## src/hw/mbd_pkg.sv

```systemverilog
// Functional notes
// - 0x75 stores immediate to direct, 3B/3cy.
// - 0xF6-F7 store accumulator indirectly, 1B/3cy.
// - 0xA6-A7 direct byte to indirect, 2B/5cy.
// - 0x76-77 immediate to indirect, 2B/3cy.
// - 0x90 loads data_pointer immediate, 3B/3cy.
// - 0x93 code byte at data_pointer+acc, 1B/3cy.
// - 0x83 code byte at pc+acc, 1B/3cy.
// - external reads 0xE2-E3, 0xE0: 1B, 3-10cy.
// - external writes 0xF2-F3, 0xF0: 1B, 4-11cy.
// - push 0xC0 4cy, pop 0xD0 3cy, 2B.
// - swap_with_accumulator bank, direct, indirect forms.
// - 0xD6-D7 swaps low nibbles only, 1B/3cy.
// - 0x73 jumps to data_pointer+acc, 1B/2cy.
// - 0x60/0x70 branch on acc zero/nonzero.
// - 0x40/0x50 branch on carry set/clear.
// - 0x20/0x30 branch on bit set/clear.
// - 0x10 branches on set bit, clears it.
// - compare_jump_unequal branches when operands differ, 3B/4cy.
// - decrement_jump_nonzero decrements, branches when nonzero.
// - clear/set/complement carry and direct bits.
// - carry and_logic/or_logic with bit or complement.
// - 0xA2 bit to carry, 0x92 carry to bit.
package mbd_pkg;

  localparam logic [7:0] OPC_MOV_DIR_IMM = 8'h75;
  localparam logic [7:0] OPC_MOV_IND_A   = 8'hf6;
  localparam logic [7:0] OPC_MOV_IND_DIR = 8'ha6;
  localparam logic [7:0] OPC_MOV_IND_IMM = 8'h76;
  localparam logic [7:0] OPC_LD_DATA_POINTER     = 8'h90;
  localparam logic [7:0] OPC_CODE_DATA_POINTER   = 8'h93;
  localparam logic [7:0] OPC_CODE_PC     = 8'h83;
  localparam logic [7:0] OPC_XRD_IND     = 8'he2;
  localparam logic [7:0] OPC_XRD_DATA_POINTER    = 8'he0;
  localparam logic [7:0] OPC_XWR_IND     = 8'hf2;
  localparam logic [7:0] OPC_XWR_DATA_POINTER    = 8'hf0;
  localparam logic [7:0] OPC_PUSH        = 8'hc0;
  localparam logic [7:0] OPC_POP         = 8'hd0;
  localparam logic [7:0] OPC_XCH_BANK    = 8'hc8;
  localparam logic [7:0] OPC_XCH_DIR     = 8'hc5;
  localparam logic [7:0] OPC_XCH_IND     = 8'hc6;
  localparam logic [7:0] OPC_NIBBLE_SWAP_LOW        = 8'hd6;
  localparam logic [7:0] OPC_JMP_ADPTR   = 8'h73;
  localparam logic [7:0] OPC_JZ          = 8'h60;
  localparam logic [7:0] OPC_JNZ         = 8'h70;
  localparam logic [7:0] OPC_JC          = 8'h40;
  localparam logic [7:0] OPC_JNC         = 8'h50;
  localparam logic [7:0] OPC_JB          = 8'h20;
  localparam logic [7:0] OPC_JNB         = 8'h30;
  localparam logic [7:0] OPC_JBC         = 8'h10;
  localparam logic [7:0] OPC_COMPARE_JUMP_UNEQUAL_DIR    = 8'hb5;
  localparam logic [7:0] OPC_COMPARE_JUMP_UNEQUAL_IMM    = 8'hb4;
  localparam logic [7:0] OPC_COMPARE_JUMP_UNEQUAL_BANK   = 8'hb8;
  localparam logic [7:0] OPC_COMPARE_JUMP_UNEQUAL_IND    = 8'hb6;
  localparam logic [7:0] OPC_DECREMENT_JUMP_NONZERO_BANK   = 8'hd8;
  localparam logic [7:0] OPC_DECREMENT_JUMP_NONZERO_DIR    = 8'hd5;
  localparam logic [7:0] OPC_CLR_C       = 8'hc3;
  localparam logic [7:0] OPC_SET_C       = 8'hd3;
  localparam logic [7:0] OPC_CPL_C       = 8'hb3;
  localparam logic [7:0] OPC_CLR_BIT     = 8'hc2;
  localparam logic [7:0] OPC_SET_BIT     = 8'hd2;
  localparam logic [7:0] OPC_CPL_BIT     = 8'hb2;
  localparam logic [7:0] OPC_ANL_C       = 8'h82;
  localparam logic [7:0] OPC_ANL_CN      = 8'hb0;
  localparam logic [7:0] OPC_ORL_C       = 8'h72;
  localparam logic [7:0] OPC_ORL_CN      = 8'ha0;
  localparam logic [7:0] OPC_MOV_C_BIT   = 8'ha2;
  localparam logic [7:0] OPC_MOV_BIT_C   = 8'h92;

  localparam logic [3:0] XRD_MIN_CYC = 4'h3;
  localparam logic [3:0] XWR_MIN_CYC = 4'h4;

  typedef enum logic [5:0] {
    K_NONE = 6'b000000, K_MOV_DIR_IMM = 6'b000001, K_MOV_IND_A = 6'b000010,
    K_MOV_IND_DIR = 6'b000011, K_MOV_IND_IMM = 6'b000100, K_LD_DATA_POINTER = 6'b000101,
    K_CODE_DATA_POINTER = 6'b000110, K_CODE_PC = 6'b000111, K_XRD = 6'b001000,
    K_XWR = 6'b001001, K_PUSH = 6'b001010, K_POP = 6'b001011,
    K_XCH = 6'b001100, K_NIBBLE_SWAP_LOW = 6'b001101, K_JMP_ADPTR = 6'b001110,
    K_JZ = 6'b001111, K_JNZ = 6'b010000, K_JC = 6'b010001,
    K_JNC = 6'b010010, K_JB = 6'b010011, K_JNB = 6'b010100,
    K_JBC = 6'b010101, K_COMPARE_JUMP_UNEQUAL = 6'b010110, K_DECREMENT_JUMP_NONZERO = 6'b010111,
    K_CLR_C = 6'b011000, K_SET_C = 6'b011001, K_CPL_C = 6'b011010,
    K_CLR_BIT = 6'b011011, K_SET_BIT = 6'b011100, K_CPL_BIT = 6'b011101,
    K_ANL_C = 6'b011110, K_ANL_CN = 6'b011111, K_ORL_C = 6'b100000,
    K_ORL_CN = 6'b100001, K_MOV_C_BIT = 6'b100010, K_MOV_BIT_C = 6'b100011
  } mbd_kind_t;

  // where the byte in mem_val comes from
  typedef enum logic [2:0] {
    OP_NONE = 3'b000, OP_BANK = 3'b001, OP_DIR = 3'b010,
    OP_IND  = 3'b011, OP_IMM  = 3'b100, OP_WIDE = 3'b101
  } mbd_opnd_t;

  typedef struct packed {
    mbd_kind_t  kind;
    mbd_opnd_t  opnd;
    logic [1:0] len;
    logic [3:0] cyc;
    logic       ptr_sel;
    logic [2:0] bank_sel;
  } mbd_dec_t;

  typedef struct packed {
    logic [7:0]  opcode;
    logic [7:0]  op1;
    logic [7:0]  op2;
    logic [15:0] pc_next;
    logic [7:0]  acc;
    logic        carry;
    logic [15:0] data_pointer;
    logic [7:0]  mem_val;
    logic        bit_val;
  } mbd_ins_t;

  typedef struct packed {
    logic [7:0]  acc;
    logic [7:0]  mem;
    logic        carry;
    logic        bit_val;
    logic [15:0] pc;
    logic [15:0] data_pointer;
    logic [15:0] addr;
    logic        taken;
    logic        wr_acc;
    logic        wr_mem;
    logic        wr_carry;
    logic        wr_bit;
    logic        wr_data_pointer;
  } mbd_res_t;

endpackage

```

## src/hw/mbd_decoder.sv

```systemverilog
`timescale 1ns/1ps
module mbd_decoder
  import mbd_pkg::*;
#(
  parameter int STRETCH_W = 3
) (
  input  wire logic                 clk,
  input  wire logic                 arst_n,
  input  wire logic                 issue,
  input  wire mbd_ins_t             ins,
  input  wire logic [STRETCH_W-1:0] stretch,
  output logic                      ready,
  output logic                      done,
  output mbd_dec_t                  dec,
  output mbd_res_t                  res
);

  typedef enum logic {S_IDLE = 1'b0, S_BUSY = 1'b1} mbd_state_t;

  function automatic mbd_dec_t ent(input mbd_kind_t k, input mbd_opnd_t o,
                                   input logic [1:0] l, input logic [3:0] c);
    mbd_dec_t d;
    d          = '0;
    d.kind     = k;
    d.opnd     = o;
    d.len      = l;
    d.cyc      = c;
    return d;
  endfunction

  mbd_dec_t   dec_c;
  mbd_res_t   res_c;
  logic [7:0] base2;
  logic [7:0] base8;
  logic [3:0] xstr;

  assign base2 = {ins.opcode[7:1], 1'b0};
  assign base8 = {ins.opcode[7:3], 3'b000};
  assign xstr  = 4'(stretch);

  always_comb begin
    dec_c = ent(K_NONE, OP_NONE, 2'h1, 4'h1);
    case (ins.opcode)
      OPC_MOV_DIR_IMM: dec_c = ent(K_MOV_DIR_IMM, OP_IMM, 2'h3, 4'h3);
      OPC_LD_DATA_POINTER:     dec_c = ent(K_LD_DATA_POINTER, OP_IMM, 2'h3, 4'h3);
      OPC_CODE_DATA_POINTER:   dec_c = ent(K_CODE_DATA_POINTER, OP_NONE, 2'h1, 4'h3);
      OPC_CODE_PC:     dec_c = ent(K_CODE_PC, OP_NONE, 2'h1, 4'h3);
      OPC_XRD_DATA_POINTER:    dec_c = ent(K_XRD, OP_WIDE, 2'h1, XRD_MIN_CYC + xstr);
      OPC_XWR_DATA_POINTER:    dec_c = ent(K_XWR, OP_WIDE, 2'h1, XWR_MIN_CYC + xstr);
      OPC_PUSH:        dec_c = ent(K_PUSH, OP_DIR, 2'h2, 4'h4);
      OPC_POP:         dec_c = ent(K_POP, OP_DIR, 2'h2, 4'h3);
      OPC_XCH_DIR:     dec_c = ent(K_XCH, OP_DIR, 2'h2, 4'h3);
      OPC_JMP_ADPTR:   dec_c = ent(K_JMP_ADPTR, OP_NONE, 2'h1, 4'h2);
      OPC_JZ:          dec_c = ent(K_JZ, OP_NONE, 2'h2, 4'h3);
      OPC_JNZ:         dec_c = ent(K_JNZ, OP_NONE, 2'h2, 4'h3);
      OPC_JC:          dec_c = ent(K_JC, OP_NONE, 2'h2, 4'h3);
      OPC_JNC:         dec_c = ent(K_JNC, OP_NONE, 2'h2, 4'h3);
      OPC_JB:          dec_c = ent(K_JB, OP_NONE, 2'h3, 4'h4);
      OPC_JNB:         dec_c = ent(K_JNB, OP_NONE, 2'h3, 4'h4);
      OPC_JBC:         dec_c = ent(K_JBC, OP_NONE, 2'h3, 4'h4);
      OPC_COMPARE_JUMP_UNEQUAL_DIR:    dec_c = ent(K_COMPARE_JUMP_UNEQUAL, OP_DIR, 2'h3, 4'h4);
      OPC_COMPARE_JUMP_UNEQUAL_IMM:    dec_c = ent(K_COMPARE_JUMP_UNEQUAL, OP_IMM, 2'h3, 4'h4);
      OPC_DECREMENT_JUMP_NONZERO_DIR:    dec_c = ent(K_DECREMENT_JUMP_NONZERO, OP_DIR, 2'h3, 4'h4);
      OPC_CLR_C:       dec_c = ent(K_CLR_C, OP_NONE, 2'h1, 4'h1);
      OPC_SET_C:       dec_c = ent(K_SET_C, OP_NONE, 2'h1, 4'h1);
      OPC_CPL_C:       dec_c = ent(K_CPL_C, OP_NONE, 2'h1, 4'h1);
      OPC_CLR_BIT:     dec_c = ent(K_CLR_BIT, OP_NONE, 2'h2, 4'h3);
      OPC_SET_BIT:     dec_c = ent(K_SET_BIT, OP_NONE, 2'h2, 4'h3);
      OPC_CPL_BIT:     dec_c = ent(K_CPL_BIT, OP_NONE, 2'h2, 4'h3);
      OPC_ANL_C:       dec_c = ent(K_ANL_C, OP_NONE, 2'h2, 4'h2);
      OPC_ANL_CN:      dec_c = ent(K_ANL_CN, OP_NONE, 2'h2, 4'h2);
      OPC_ORL_C:       dec_c = ent(K_ORL_C, OP_NONE, 2'h2, 4'h2);
      OPC_ORL_CN:      dec_c = ent(K_ORL_CN, OP_NONE, 2'h2, 4'h2);
      OPC_MOV_C_BIT:   dec_c = ent(K_MOV_C_BIT, OP_NONE, 2'h2, 4'h2);
      OPC_MOV_BIT_C:   dec_c = ent(K_MOV_BIT_C, OP_NONE, 2'h2, 4'h3);
      default: begin
        case (base2)
          OPC_MOV_IND_A:   dec_c = ent(K_MOV_IND_A, OP_IND, 2'h1, 4'h3);
          OPC_MOV_IND_DIR: dec_c = ent(K_MOV_IND_DIR, OP_DIR, 2'h2, 4'h5);
          OPC_MOV_IND_IMM: dec_c = ent(K_MOV_IND_IMM, OP_IMM, 2'h2, 4'h3);
          OPC_XRD_IND:     dec_c = ent(K_XRD, OP_IND, 2'h1, XRD_MIN_CYC + xstr);
          OPC_XWR_IND:     dec_c = ent(K_XWR, OP_IND, 2'h1, XWR_MIN_CYC + xstr);
          OPC_XCH_IND:     dec_c = ent(K_XCH, OP_IND, 2'h1, 4'h3);
          OPC_NIBBLE_SWAP_LOW:        dec_c = ent(K_NIBBLE_SWAP_LOW, OP_IND, 2'h1, 4'h3);
          OPC_COMPARE_JUMP_UNEQUAL_IND:    dec_c = ent(K_COMPARE_JUMP_UNEQUAL, OP_IND, 2'h3, 4'h4);
          default: begin
            case (base8)
              OPC_XCH_BANK:  dec_c = ent(K_XCH, OP_BANK, 2'h1, 4'h2);
              OPC_COMPARE_JUMP_UNEQUAL_BANK: dec_c = ent(K_COMPARE_JUMP_UNEQUAL, OP_BANK, 2'h3, 4'h4);
              OPC_DECREMENT_JUMP_NONZERO_BANK: dec_c = ent(K_DECREMENT_JUMP_NONZERO, OP_BANK, 2'h2, 4'h3);
              default:       dec_c = ent(K_NONE, OP_NONE, 2'h1, 4'h1);
            endcase
          end
        endcase
      end
    endcase
    dec_c.ptr_sel  = ins.opcode[0];
    dec_c.bank_sel = ins.opcode[2:0];
  end

  logic [7:0]  rel;
  logic [15:0] rel_tgt;
  logic [7:0]  cmp_a;
  logic [7:0]  cmp_b;
  logic [7:0]  dec_val;

  // offset is the last operand byte; signed, from the following instruction
  assign rel     = (dec_c.len == 2'h3) ? ins.op2 : ins.op1;
  assign rel_tgt = ins.pc_next + {{8{rel[7]}}, rel};
  assign cmp_a   = (dec_c.opnd == OP_IND || dec_c.opnd == OP_BANK) ? ins.mem_val : ins.acc;
  assign cmp_b   = (dec_c.opnd == OP_DIR) ? ins.mem_val : ins.op1;
  assign dec_val = ins.mem_val - 8'h01;

  always_comb begin
    res_c       = '0;
    res_c.acc   = ins.acc;
    res_c.mem   = ins.mem_val;
    res_c.carry = ins.carry;
    res_c.pc    = ins.pc_next;
    res_c.data_pointer  = ins.data_pointer;
    unique case (dec_c.kind)
      K_MOV_DIR_IMM: begin
        res_c.mem    = ins.op2;
        res_c.wr_mem = 1'b1;
      end
      K_MOV_IND_A: begin
        res_c.mem    = ins.acc;
        res_c.wr_mem = 1'b1;
      end
      K_MOV_IND_DIR, K_PUSH, K_POP: res_c.wr_mem = 1'b1;
      K_MOV_IND_IMM: begin
        res_c.mem    = ins.op1;
        res_c.wr_mem = 1'b1;
      end
      K_LD_DATA_POINTER: begin
        res_c.data_pointer    = {ins.op1, ins.op2};
        res_c.wr_data_pointer = 1'b1;
      end
      K_CODE_DATA_POINTER: begin
        res_c.addr   = ins.data_pointer + {8'h00, ins.acc};
        res_c.wr_acc = 1'b1;
      end
      K_CODE_PC: begin
        res_c.addr   = ins.pc_next + {8'h00, ins.acc};
        res_c.wr_acc = 1'b1;
      end
      K_XRD: begin
        res_c.addr   = (dec_c.opnd == OP_WIDE) ? ins.data_pointer : {8'h00, ins.mem_val};
        res_c.wr_acc = 1'b1;
      end
      K_XWR: begin
        res_c.addr   = (dec_c.opnd == OP_WIDE) ? ins.data_pointer : {8'h00, ins.mem_val};
        res_c.mem    = ins.acc;
        res_c.wr_mem = 1'b1;
      end
      K_XCH: begin
        res_c.acc    = ins.mem_val;
        res_c.mem    = ins.acc;
        res_c.wr_acc = 1'b1;
        res_c.wr_mem = 1'b1;
      end
      K_NIBBLE_SWAP_LOW: begin
        res_c.acc    = {ins.acc[7:4], ins.mem_val[3:0]};
        res_c.mem    = {ins.mem_val[7:4], ins.acc[3:0]};
        res_c.wr_acc = 1'b1;
        res_c.wr_mem = 1'b1;
      end
      K_JMP_ADPTR: begin
        res_c.pc    = ins.data_pointer + {8'h00, ins.acc};
        res_c.taken = 1'b1;
      end
      K_JZ:  res_c.taken = (ins.acc == 8'h00);
      K_JNZ: res_c.taken = (ins.acc != 8'h00);
      K_JC:  res_c.taken = ins.carry;
      K_JNC: res_c.taken = !ins.carry;
      K_JB:  res_c.taken = ins.bit_val;
      K_JNB: res_c.taken = !ins.bit_val;
      K_JBC: begin
        res_c.taken   = ins.bit_val;
        res_c.wr_bit  = ins.bit_val;
        res_c.bit_val = 1'b0;
      end
      K_COMPARE_JUMP_UNEQUAL: begin
        res_c.taken    = (cmp_a != cmp_b);
        res_c.carry    = (cmp_a < cmp_b);
        res_c.wr_carry = 1'b1;
      end
      K_DECREMENT_JUMP_NONZERO: begin
        res_c.mem    = dec_val;
        res_c.wr_mem = 1'b1;
        res_c.taken  = (dec_val != 8'h00);
      end
      K_CLR_C, K_SET_C, K_CPL_C: begin
        res_c.carry    = (dec_c.kind == K_SET_C) | ((dec_c.kind == K_CPL_C) & !ins.carry);
        res_c.wr_carry = 1'b1;
      end
      K_CLR_BIT, K_SET_BIT, K_CPL_BIT: begin
        res_c.bit_val = (dec_c.kind == K_SET_BIT) | ((dec_c.kind == K_CPL_BIT) & !ins.bit_val);
        res_c.wr_bit  = 1'b1;
      end
      K_ANL_C, K_ANL_CN, K_ORL_C, K_ORL_CN: begin
        res_c.wr_carry = 1'b1;
        case (dec_c.kind)
          K_ANL_C:  res_c.carry = ins.carry & ins.bit_val;
          K_ANL_CN: res_c.carry = ins.carry & !ins.bit_val;
          K_ORL_C:  res_c.carry = ins.carry | ins.bit_val;
          default:  res_c.carry = ins.carry | !ins.bit_val;
        endcase
      end
      K_MOV_C_BIT: begin
        res_c.carry    = ins.bit_val;
        res_c.wr_carry = 1'b1;
      end
      K_MOV_BIT_C: begin
        res_c.bit_val = ins.carry;
        res_c.wr_bit  = 1'b1;
      end
      K_NONE: res_c.taken = 1'b0;
    endcase
    if (res_c.taken && dec_c.kind != K_JMP_ADPTR) begin
      res_c.pc = rel_tgt;
    end
  end

  mbd_state_t state_q;
  mbd_state_t state_d;
  logic [3:0] cnt_q;
  logic [3:0] cnt_d;
  mbd_dec_t   dec_q;
  mbd_dec_t   dec_d;
  mbd_res_t   res_q;
  mbd_res_t   res_d;

  assign ready = (state_q == S_IDLE);
  assign done  = (state_q == S_BUSY) && (cnt_q == 4'h0);
  assign dec   = dec_q;
  assign res   = res_q;

  // busy for exactly the decoded cycle count; stretch widens external moves
  always_comb begin
    state_d = state_q;
    cnt_d   = cnt_q;
    dec_d   = dec_q;
    res_d   = res_q;
    unique case (state_q)
      S_IDLE: begin
        if (issue) begin
          state_d = S_BUSY;
          cnt_d   = dec_c.cyc - 4'h1;
          dec_d   = dec_c;
          res_d   = res_c;
        end
      end
      S_BUSY: begin
        if (cnt_q == 4'h0) begin
          state_d = S_IDLE;
        end else begin
          cnt_d = cnt_q - 4'h1;
        end
      end
    endcase
  end

  always_ff @(posedge clk or negedge arst_n) begin
    if (!arst_n) begin
      state_q <= S_IDLE;
      cnt_q   <= 4'h0;
      dec_q   <= '0;
      res_q   <= '0;
    end else begin
      state_q <= state_d;
      cnt_q   <= cnt_d;
      dec_q   <= dec_d;
      res_q   <= res_d;
    end
  end

endmodule

```

## config.mk

```make
export PLATFORM = sky130hd
export DESIGN_NAME = mbd_decoder
export DESIGN_NICKNAME = d
export VERILOG_FILES = /design/src/hw/mbd_pkg.sv /design/src/hw/mbd_decoder.sv
export SDC_FILE = /design/constraint.sdc
export NUM_CORES = 1
export LEC_CHECK = 0
export ABC_AREA = 1
export BUFFER_PORTS_ARGS = -buffer_cell sky130_fd_sc_hd__buf_2
export CAP_MARGIN = 10
export CORE_MARGIN = 10
export CORE_UTILIZATION = 60
export CTS_CLUSTER_SIZE = 30
export DETAILED_ROUTE_END_ITERATION = 6
export MAX_ROUTING_LAYER = met4
export PLACE_DENSITY = 0.86
export SYNTH_ARGS = -nofsm -noshare
export SYNTH_HDL_FRONTEND = slang
export SYNTH_SLANG_ARGS = --single-unit
export TNS_END_PERCENT = 30
```

## constraint.sdc

```tcl
create_clock -name clk -period 3.4 [get_ports clk]
set_clock_uncertainty 0.05 [all_clocks]
set_input_delay 0.68 -clock clk [delete_from_list [all_inputs] [get_ports clk]]
set_output_delay 0.68 -clock clk [all_outputs]
set_load 0.05 [all_outputs]
```

After elaboration in Yosys (flattened, before gate mapping)

Index checks and enable logic that the tools add are counted.

Register bits: 96
Input port bits: 80
Output and inout port bits: 93
Logic and storage cells: 175

$add $sub $neg: 8
Magnitude comparators: 1
Equal/unequal tests: 87
Multiplexer cells: 28
Bitwise gates (word level): 9
Reduce and logical (&&, ||, !) cells: 21

Operators by type and width:

| cell                                                            | count |
|---|---|
| 19-bit case mux with 32 select lines                            | 1 |
| 8-bit == test, second input constant                            | 22 |
| 18-bit case mux with 8 select lines                             | 1 |
| 6-bit by 5-bit == test with 1-bit output, second input constant | 16 |
| 16-bit 2-to-1 mux                                               | 4 |
| 8-bit by 7-bit == test with 1-bit output, second input constant | 7 |
| 18-bit case mux with 3 select lines                             | 1 |
| 7-bit == test, second input constant                            | 7 |
| 6-bit by 4-bit == test with 1-bit output, second input constant | 8 |
| 16-bit case mux with 3 select lines                             | 1 |
| 8-bit case mux with 5 select lines                              | 1 |
| 16-bit by 8-bit adder with 16-bit output                        | 2 |
| 6-bit by 3-bit == test with 1-bit output, second input constant | 4 |
| 6-bit == test, second input constant                            | 4 |
| 8-bit 2-to-1 mux                                                | 3 |
| 16-bit adder                                                    | 1 |
| 8-bit by 6-bit == test with 1-bit output, second input constant | 2 |
| 8-bit case mux with 2 select lines                              | 1 |
| 8-bit nonzero test                                              | 2 |
| 5-bit == test, second input constant                            | 3 |
| 6-bit by 2-bit == test with 1-bit output, second input constant | 2 |
| 10-bit OR reduction                                             | 1 |
| 1-bit case mux with 9 select lines                              | 1 |
| 3-bit OR reduction                                              | 3 |
| 34 further kinds                                                | 56 |

Longest topological paths before layout

Depth after elaboration: 11
Gate-level depth with buffers: 34
Gate-level depth less buffers: 32

Worst setup path after synthesis

No wires, ideal clock.

Path type: input to register
Start: input port ins[71] (netlist name)
End: register res_q, in the netlist res[50]
Library setup time: 118 ps
Arrival time: 3,946 ps
Data required time: 3,232 ps
Path slack: -714 ps
Cell stages on the path: 31
Path buffers: 2
Path through: buf_4 inv_2 nor2_1 inv_1 nor2_1 inv_1 nand3_1 nor2_1 nand2_1 nand3_1 buf_2 nand2_1 nand2_1 ha_1 fa_1 nand2_1 nand2_1 nand2_1 nand2_1 a21oi_1 inv_1 nand2_1 nand2_1 a21oi_1 o21ai_0 nand2_1 nand3_1 nand3_1 nand2_1 nand2_1 nand2_1

Cells in the longest elaborated chain, start to end: 11
Elaborated cells between the ends (all ways): 72
Those cells by class: 1 x add/sub; 59 x eq/ne; 9 x mux; 3 x reduce/logical

Ends and longest elaborated chain:

| item                                                 | RTL line           | source |
|---|---|---|
| start: declaration                                   | mbd_decoder.sv:10  | `input wire mbd_ins_t ins,` |
| 5-bit == test                                        | mbd_decoder.sv:87  | `case (base8)` |
| 18-bit case mux with 3 select lines                  | mbd_decoder.sv:87  |  |
| 18-bit case mux with 8 select lines                  | mbd_decoder.sv:77  | `case (base2)` |
| 19-bit case mux with 32 select lines (*)             | mbd_decoder.sv:43  | `case (ins.opcode)` |
| branches (longest 6 deep; another with 16-bit adder) | n/a                |  |
| 16-bit 2-to-1 mux (*)                                | mbd_decoder.sv:220 | `if (res_c.taken && dec_c.kind != K_JMP_ADPTR) begin` |
| end signal: assignment                               | mbd_decoder.sv:274 | `res_q <= res_d;` |
| end: declaration                                     | mbd_decoder.sv:231 | `mbd_res_t res_q;` |

Mark *: on every way between the ends.
A chain may end at the register's enable or synchronous reset.

Final worst setup path

Start: input port ins[67] (netlist name)
End: register res_q, in the netlist res[50]

Cells in the longest elaborated chain, start to end: 10
Elaborated cells between the ends (all ways): 68
Those cells by class: 1 x add/sub; 56 x eq/ne; 8 x mux; 3 x reduce/logical

Ends and longest elaborated chain:

| item                                                                      | RTL line |
|---|---|
| 7-bit == test or 7-bit by 6-bit == test with 1-bit output (tied branches) | mbd_decoder.sv:77 |
| 18-bit case mux with 8 select lines                                       | mbd_decoder.sv:77 |
| 19-bit case mux with 32 select lines (*)                                  | mbd_decoder.sv:43 |
| branches (longest 6 deep; another with 16-bit adder)                      | n/a |
| 16-bit 2-to-1 mux (*)                                                     | mbd_decoder.sv:220 |

Marked as above.

==> summary.md <==
| Metric | Value |
|---|---|
| Status | `complete, but fails checks` |
| Failing checks | `DRC, setup timing` |
| Placed cells | `between 1.5k and 2k` |
| HPWL after detailed placement | `roughly 29000 um` |
| Setup TNS | `-9449 ps` |
| CP arrival | `4150 ps` |
| ANT nets after route | `0` |
| Most common library cells after synthesis | `nand2_1, nor2_1, inv_1` |
| Clock power share | `15.9%` |
| Max Root-Sink Buffers | `2` |
| Required @ worst endpoint | `between 3000 and 4000 ps` |
| Flop pwr share | `26.4%` |
| Distinct cell type count after synthesis | `between 40 and 50` |
| Async S/R FF share, synth | `between 90% and 100%` |
| RSZ-0062 raised after global routing | `true` |
| Clk pin slew, worst setup/hold paths | `approximately 80 ps` |
| Post-synth top area cell | `dfrtp_1` |
| Pre-antenna DRT Iters | `7` |
| Top-level I/O count | `~170` |
| Final Setup Violations | `36` |
| Internal power consumption | `about 3.2 mW` |
| CTS root buffer | `clkbuf_16` |
| Largest net degree at the start of global routing | `64` |
| Non-filler cells, final | `~1.9k` |
| Share of cells above drive strength 1 | `roughly a third` |
| Max-slew violation count | `0` |
| Die W | `about 140 um` |
| Post-synthesis sequential area ratio | `between 20 and 30%` |
| Crit-path slowest cell | `fa_2` |
| CP max stage delay | `between 300 and 400 ps` |
| P_leak | `around 6.9 nW` |
| First-pass GRT wire length | `~58000 um` |
| Post-Place Worst Slack | `-795.5 ps` |
| Reg2reg path depth | `6` |
| Hold WC Path Type | `primary input to asynchronous set/reset pin` |
| Yosys Warn Count | `0` |
| Die Ht | `~140 um` |
| Final Hold Vio Count | `0` |
| Max VDD drop | `around 0.80 mV` |
| Reg2Reg Setup Slack | `roughly 1000 ps` |
| Cts bufs inserted | `9` |
| Wire length per cell | `around 22 um` |
| Row count | `44` |
| Post-Syn Instances | `1387` |
| Final wirelength | `~42000 um` |
| Worst Setup SP | `ins[67]` |
| H-tree depth | `3` |
| Initial antenna violation count | `3` |
| Worst-path fanout max | `7` |
| Synth Area per Inst | `approximately 6.3 um^2` |
| DRC errors left | `12` |
| Fin crit period | `around 4000 ps` |
| Worst setup SP type | `primary input` |
| GRT Residual Overflow | `0` |
| EDFF count, synth | `0` |
| GRT Util Overall | `37.04%` |
| Area Overhead vs Synth | `41.51%` |
| Crit Path Class | `primary input to register` |
| Buffers on Ports | `roughly 170` |
| Nets | `1860` |
| Vias/cell | `around 6.4` |
| Initial DRC Count | `roughly 2.3k` |
| FF-to-FF End | `res[28]$_DFFE_PN0P_` |
| Most Frequent Cell on Critical Path | `nand2_1` |
| Post-CTS Hold Fix Bufs | `0` |
| Share of the synthesized area in the top cell type | `27.19%` |
| Critical Path End Type | `register` |
| Seq cells post-synth | `95` |
| Routability-driven placement congestion ratio | `about 1.1` |
| Post-synthesis net count | `about 1.5k` |
| Fmax | `about 0.26 GHz` |
| Sw Ratio | `approximately 53%` |
| Part of the cycle the worst path needs | `114.6%` |
| Worst skew pair latency | `between 300 and 400 ps` |
| Max-slew headroom | `approximately 55%` |
| Sink Count | `95` |
| Gate power share | `roughly 58%` |
| CTS tree | `done` |
| Detailed-route via count | `about 12k` |
| Max-cap violations | `0` |
| Cell Area, Synth | `~9000 um^2` |
| Post-route worst setup slack | `-498.0 ps` |
| Most common cell in the netlist | `nand2_1` |
| Ranking of synthesized cells by area | `dfrtp_1, nand2_1, o21ai_0` |
| Measured slew at the worst slew-check pin | `674.9 ps` |
| P per Cell Area | `558.1 nW/um^2` |
| Number of global-route vias before repair | `around 11k` |
| Sw power | `approximately 3.7 mW` |
| Initial Utilization | `between 60 and 70%` |
| Crit Reg-Reg Startpoint | `state_q$_DFF_PN0_` |
| Top FF cell, synth | `dfrtp_1` |
| Core area | `14420 um^2` |
| DIE AREA | `slightly below 20000 um^2` |
-- routing by layer --
metal | GRT usage (%) | vias up | wire [um]
met2 | 55.96 | 1135 | 17600
met5 | - | - | 0
met1 | 45.00 | 5459 | 14350
li1 | - | 5272 | -
met3 | 9.103 | 379 | 6206
met4 | 19.40 | 0 | 3786
-- metrics by stage --
step	hold slack, ps	utilization (%)	cell area [um^2]	power [mW]
after CTS	241.4	82.05	11840	6.736
final	226.4	85.78	12370	6.905
after global placement	408.1	76.43	11020	5.503
after floorplan	334.4	-	8901	4.445
after detailed placement	411.0	76.43	11020	5.586
after global routing	253.2	85.78	12370	7.252
-- placed cells by master (no fill, tap or decap), drive strengths merged --
master | Yosys | routed
a211o | 1 | 1
and2 | 1 | 1
xor2 | 20 | 20
diode | 0 | 3
dfrtp | 95 | 95
nand3 | 109 | 109
nor4 | 5 | 5
a32oi | 1 | 1
xnor2 | 7 | 7
nand3b | 2 | 2
a211oi | 2 | 2
a21oi | 95 | 95
buf | 15 | 375
a41oi | 2 | 2
a31oi | 14 | 14
nand2 | 463 | 463
nor2 | 149 | 149
o2111ai | 2 | 2
o311ai | 1 | 1
o22ai | 7 | 7
ha | 43 | 43
inv | 134 | 136
o221ai | 2 | 2
o211ai | 4 | 4
clkinvlp | 0 | 2
a221oi | 1 | 1
bufinv | 0 | 1
clkbuf | 25 | 11
o21ai | 139 | 139
clkinv | 0 | 1
nand4 | 15 | 15
a21o | 3 | 3
o21bai | 3 | 3
nor3 | 16 | 16
fa | 3 | 3
or2 | 8 | 8
-- power by group through the flow --
| stage | logic (mW) | clock network (mW) | registers (mW) |
|---|---|---|---|
| 3_5_place_dp | 3.76 | 0 | 1.83 |
| 3_3_place_gp | 3.69 | 0 | 1.81 |
| 5_1_grt | 4.25 | 1.14 | 1.86 |
| 4_1_cts | 3.84 | 1.08 | 1.82 |
| 2_1_floorplan | 1.25 | 0 | 3.19 |
| 6_report | 3.99 | 1.10 | 1.82 |
-- cells by family after synthesis --
kind of cell    Yosys count  synth area share, %
fa+ha+maj                46                6.840
flops                    95                27.19
xor+xnor                 27                2.705
compound gates          277                16.93
simple gates            768                38.34
buf+inv                 174                8.000
-- flip-flops by register name, summed over array words and instances (netlist names) --
signal and count:
cnt_q 4, dec 18, res 72, state_q 1
-- cell type report --
class | count | area (um^2)
inverters | 134 | 528.0
repair inverters | 1 | 8.758
clock buffers | 11 | 242.7
clock inverters | 5 | 62.56
repair buffers | 375 | 2555
fillers | 895 | 2051
multi-input cells | 1118 | 6361
diodes | 3 | 7.507
well taps | 184 | 230.2
flip-flops and latches | 95 | 2377
-- how the worst max path moves through the flow --
| stage | to | slack [ps] | cells after the start |
|---|---|---|---|
| 6_report | res[50]$_DFFE_PN0P_ | -500 | 33 |
| 5_1_grt | res[50]$_DFFE_PN0P_ | -720 | 32 |
| 4_1_cts | res[50]$_DFFE_PN0P_ | -180 | 32 |
| 3_5_place_dp | res[50]$_DFFE_PN0P_ | -800 | 30 |
| 3_3_place_gp | res[50]$_DFFE_PN0P_ | -710 | 30 |
| 2_1_floorplan | res[50]$_DFFE_PN0P_ | -320 | 33 |
-- worst max-delay path: cells and delay by family --
family / cells / cell delay [ps]
simple gates: 25 / 2210
fa+ha+maj: 2 / 530
compound gates: 3 / 430
buf+inv: 3 / 310
-- repair_timing --
| action | CTS | global route |
|---|---|---|
| endpoints found under the setup margin | 18 | 37 |
| buffers inserted | 32 | 14 |
| gates cloned | 0 | 1 |
| pin swaps | 44 | 40 |
| resized for setup | 80 | 93 |
No activity file was read; power rests on OpenSTA's default activity.
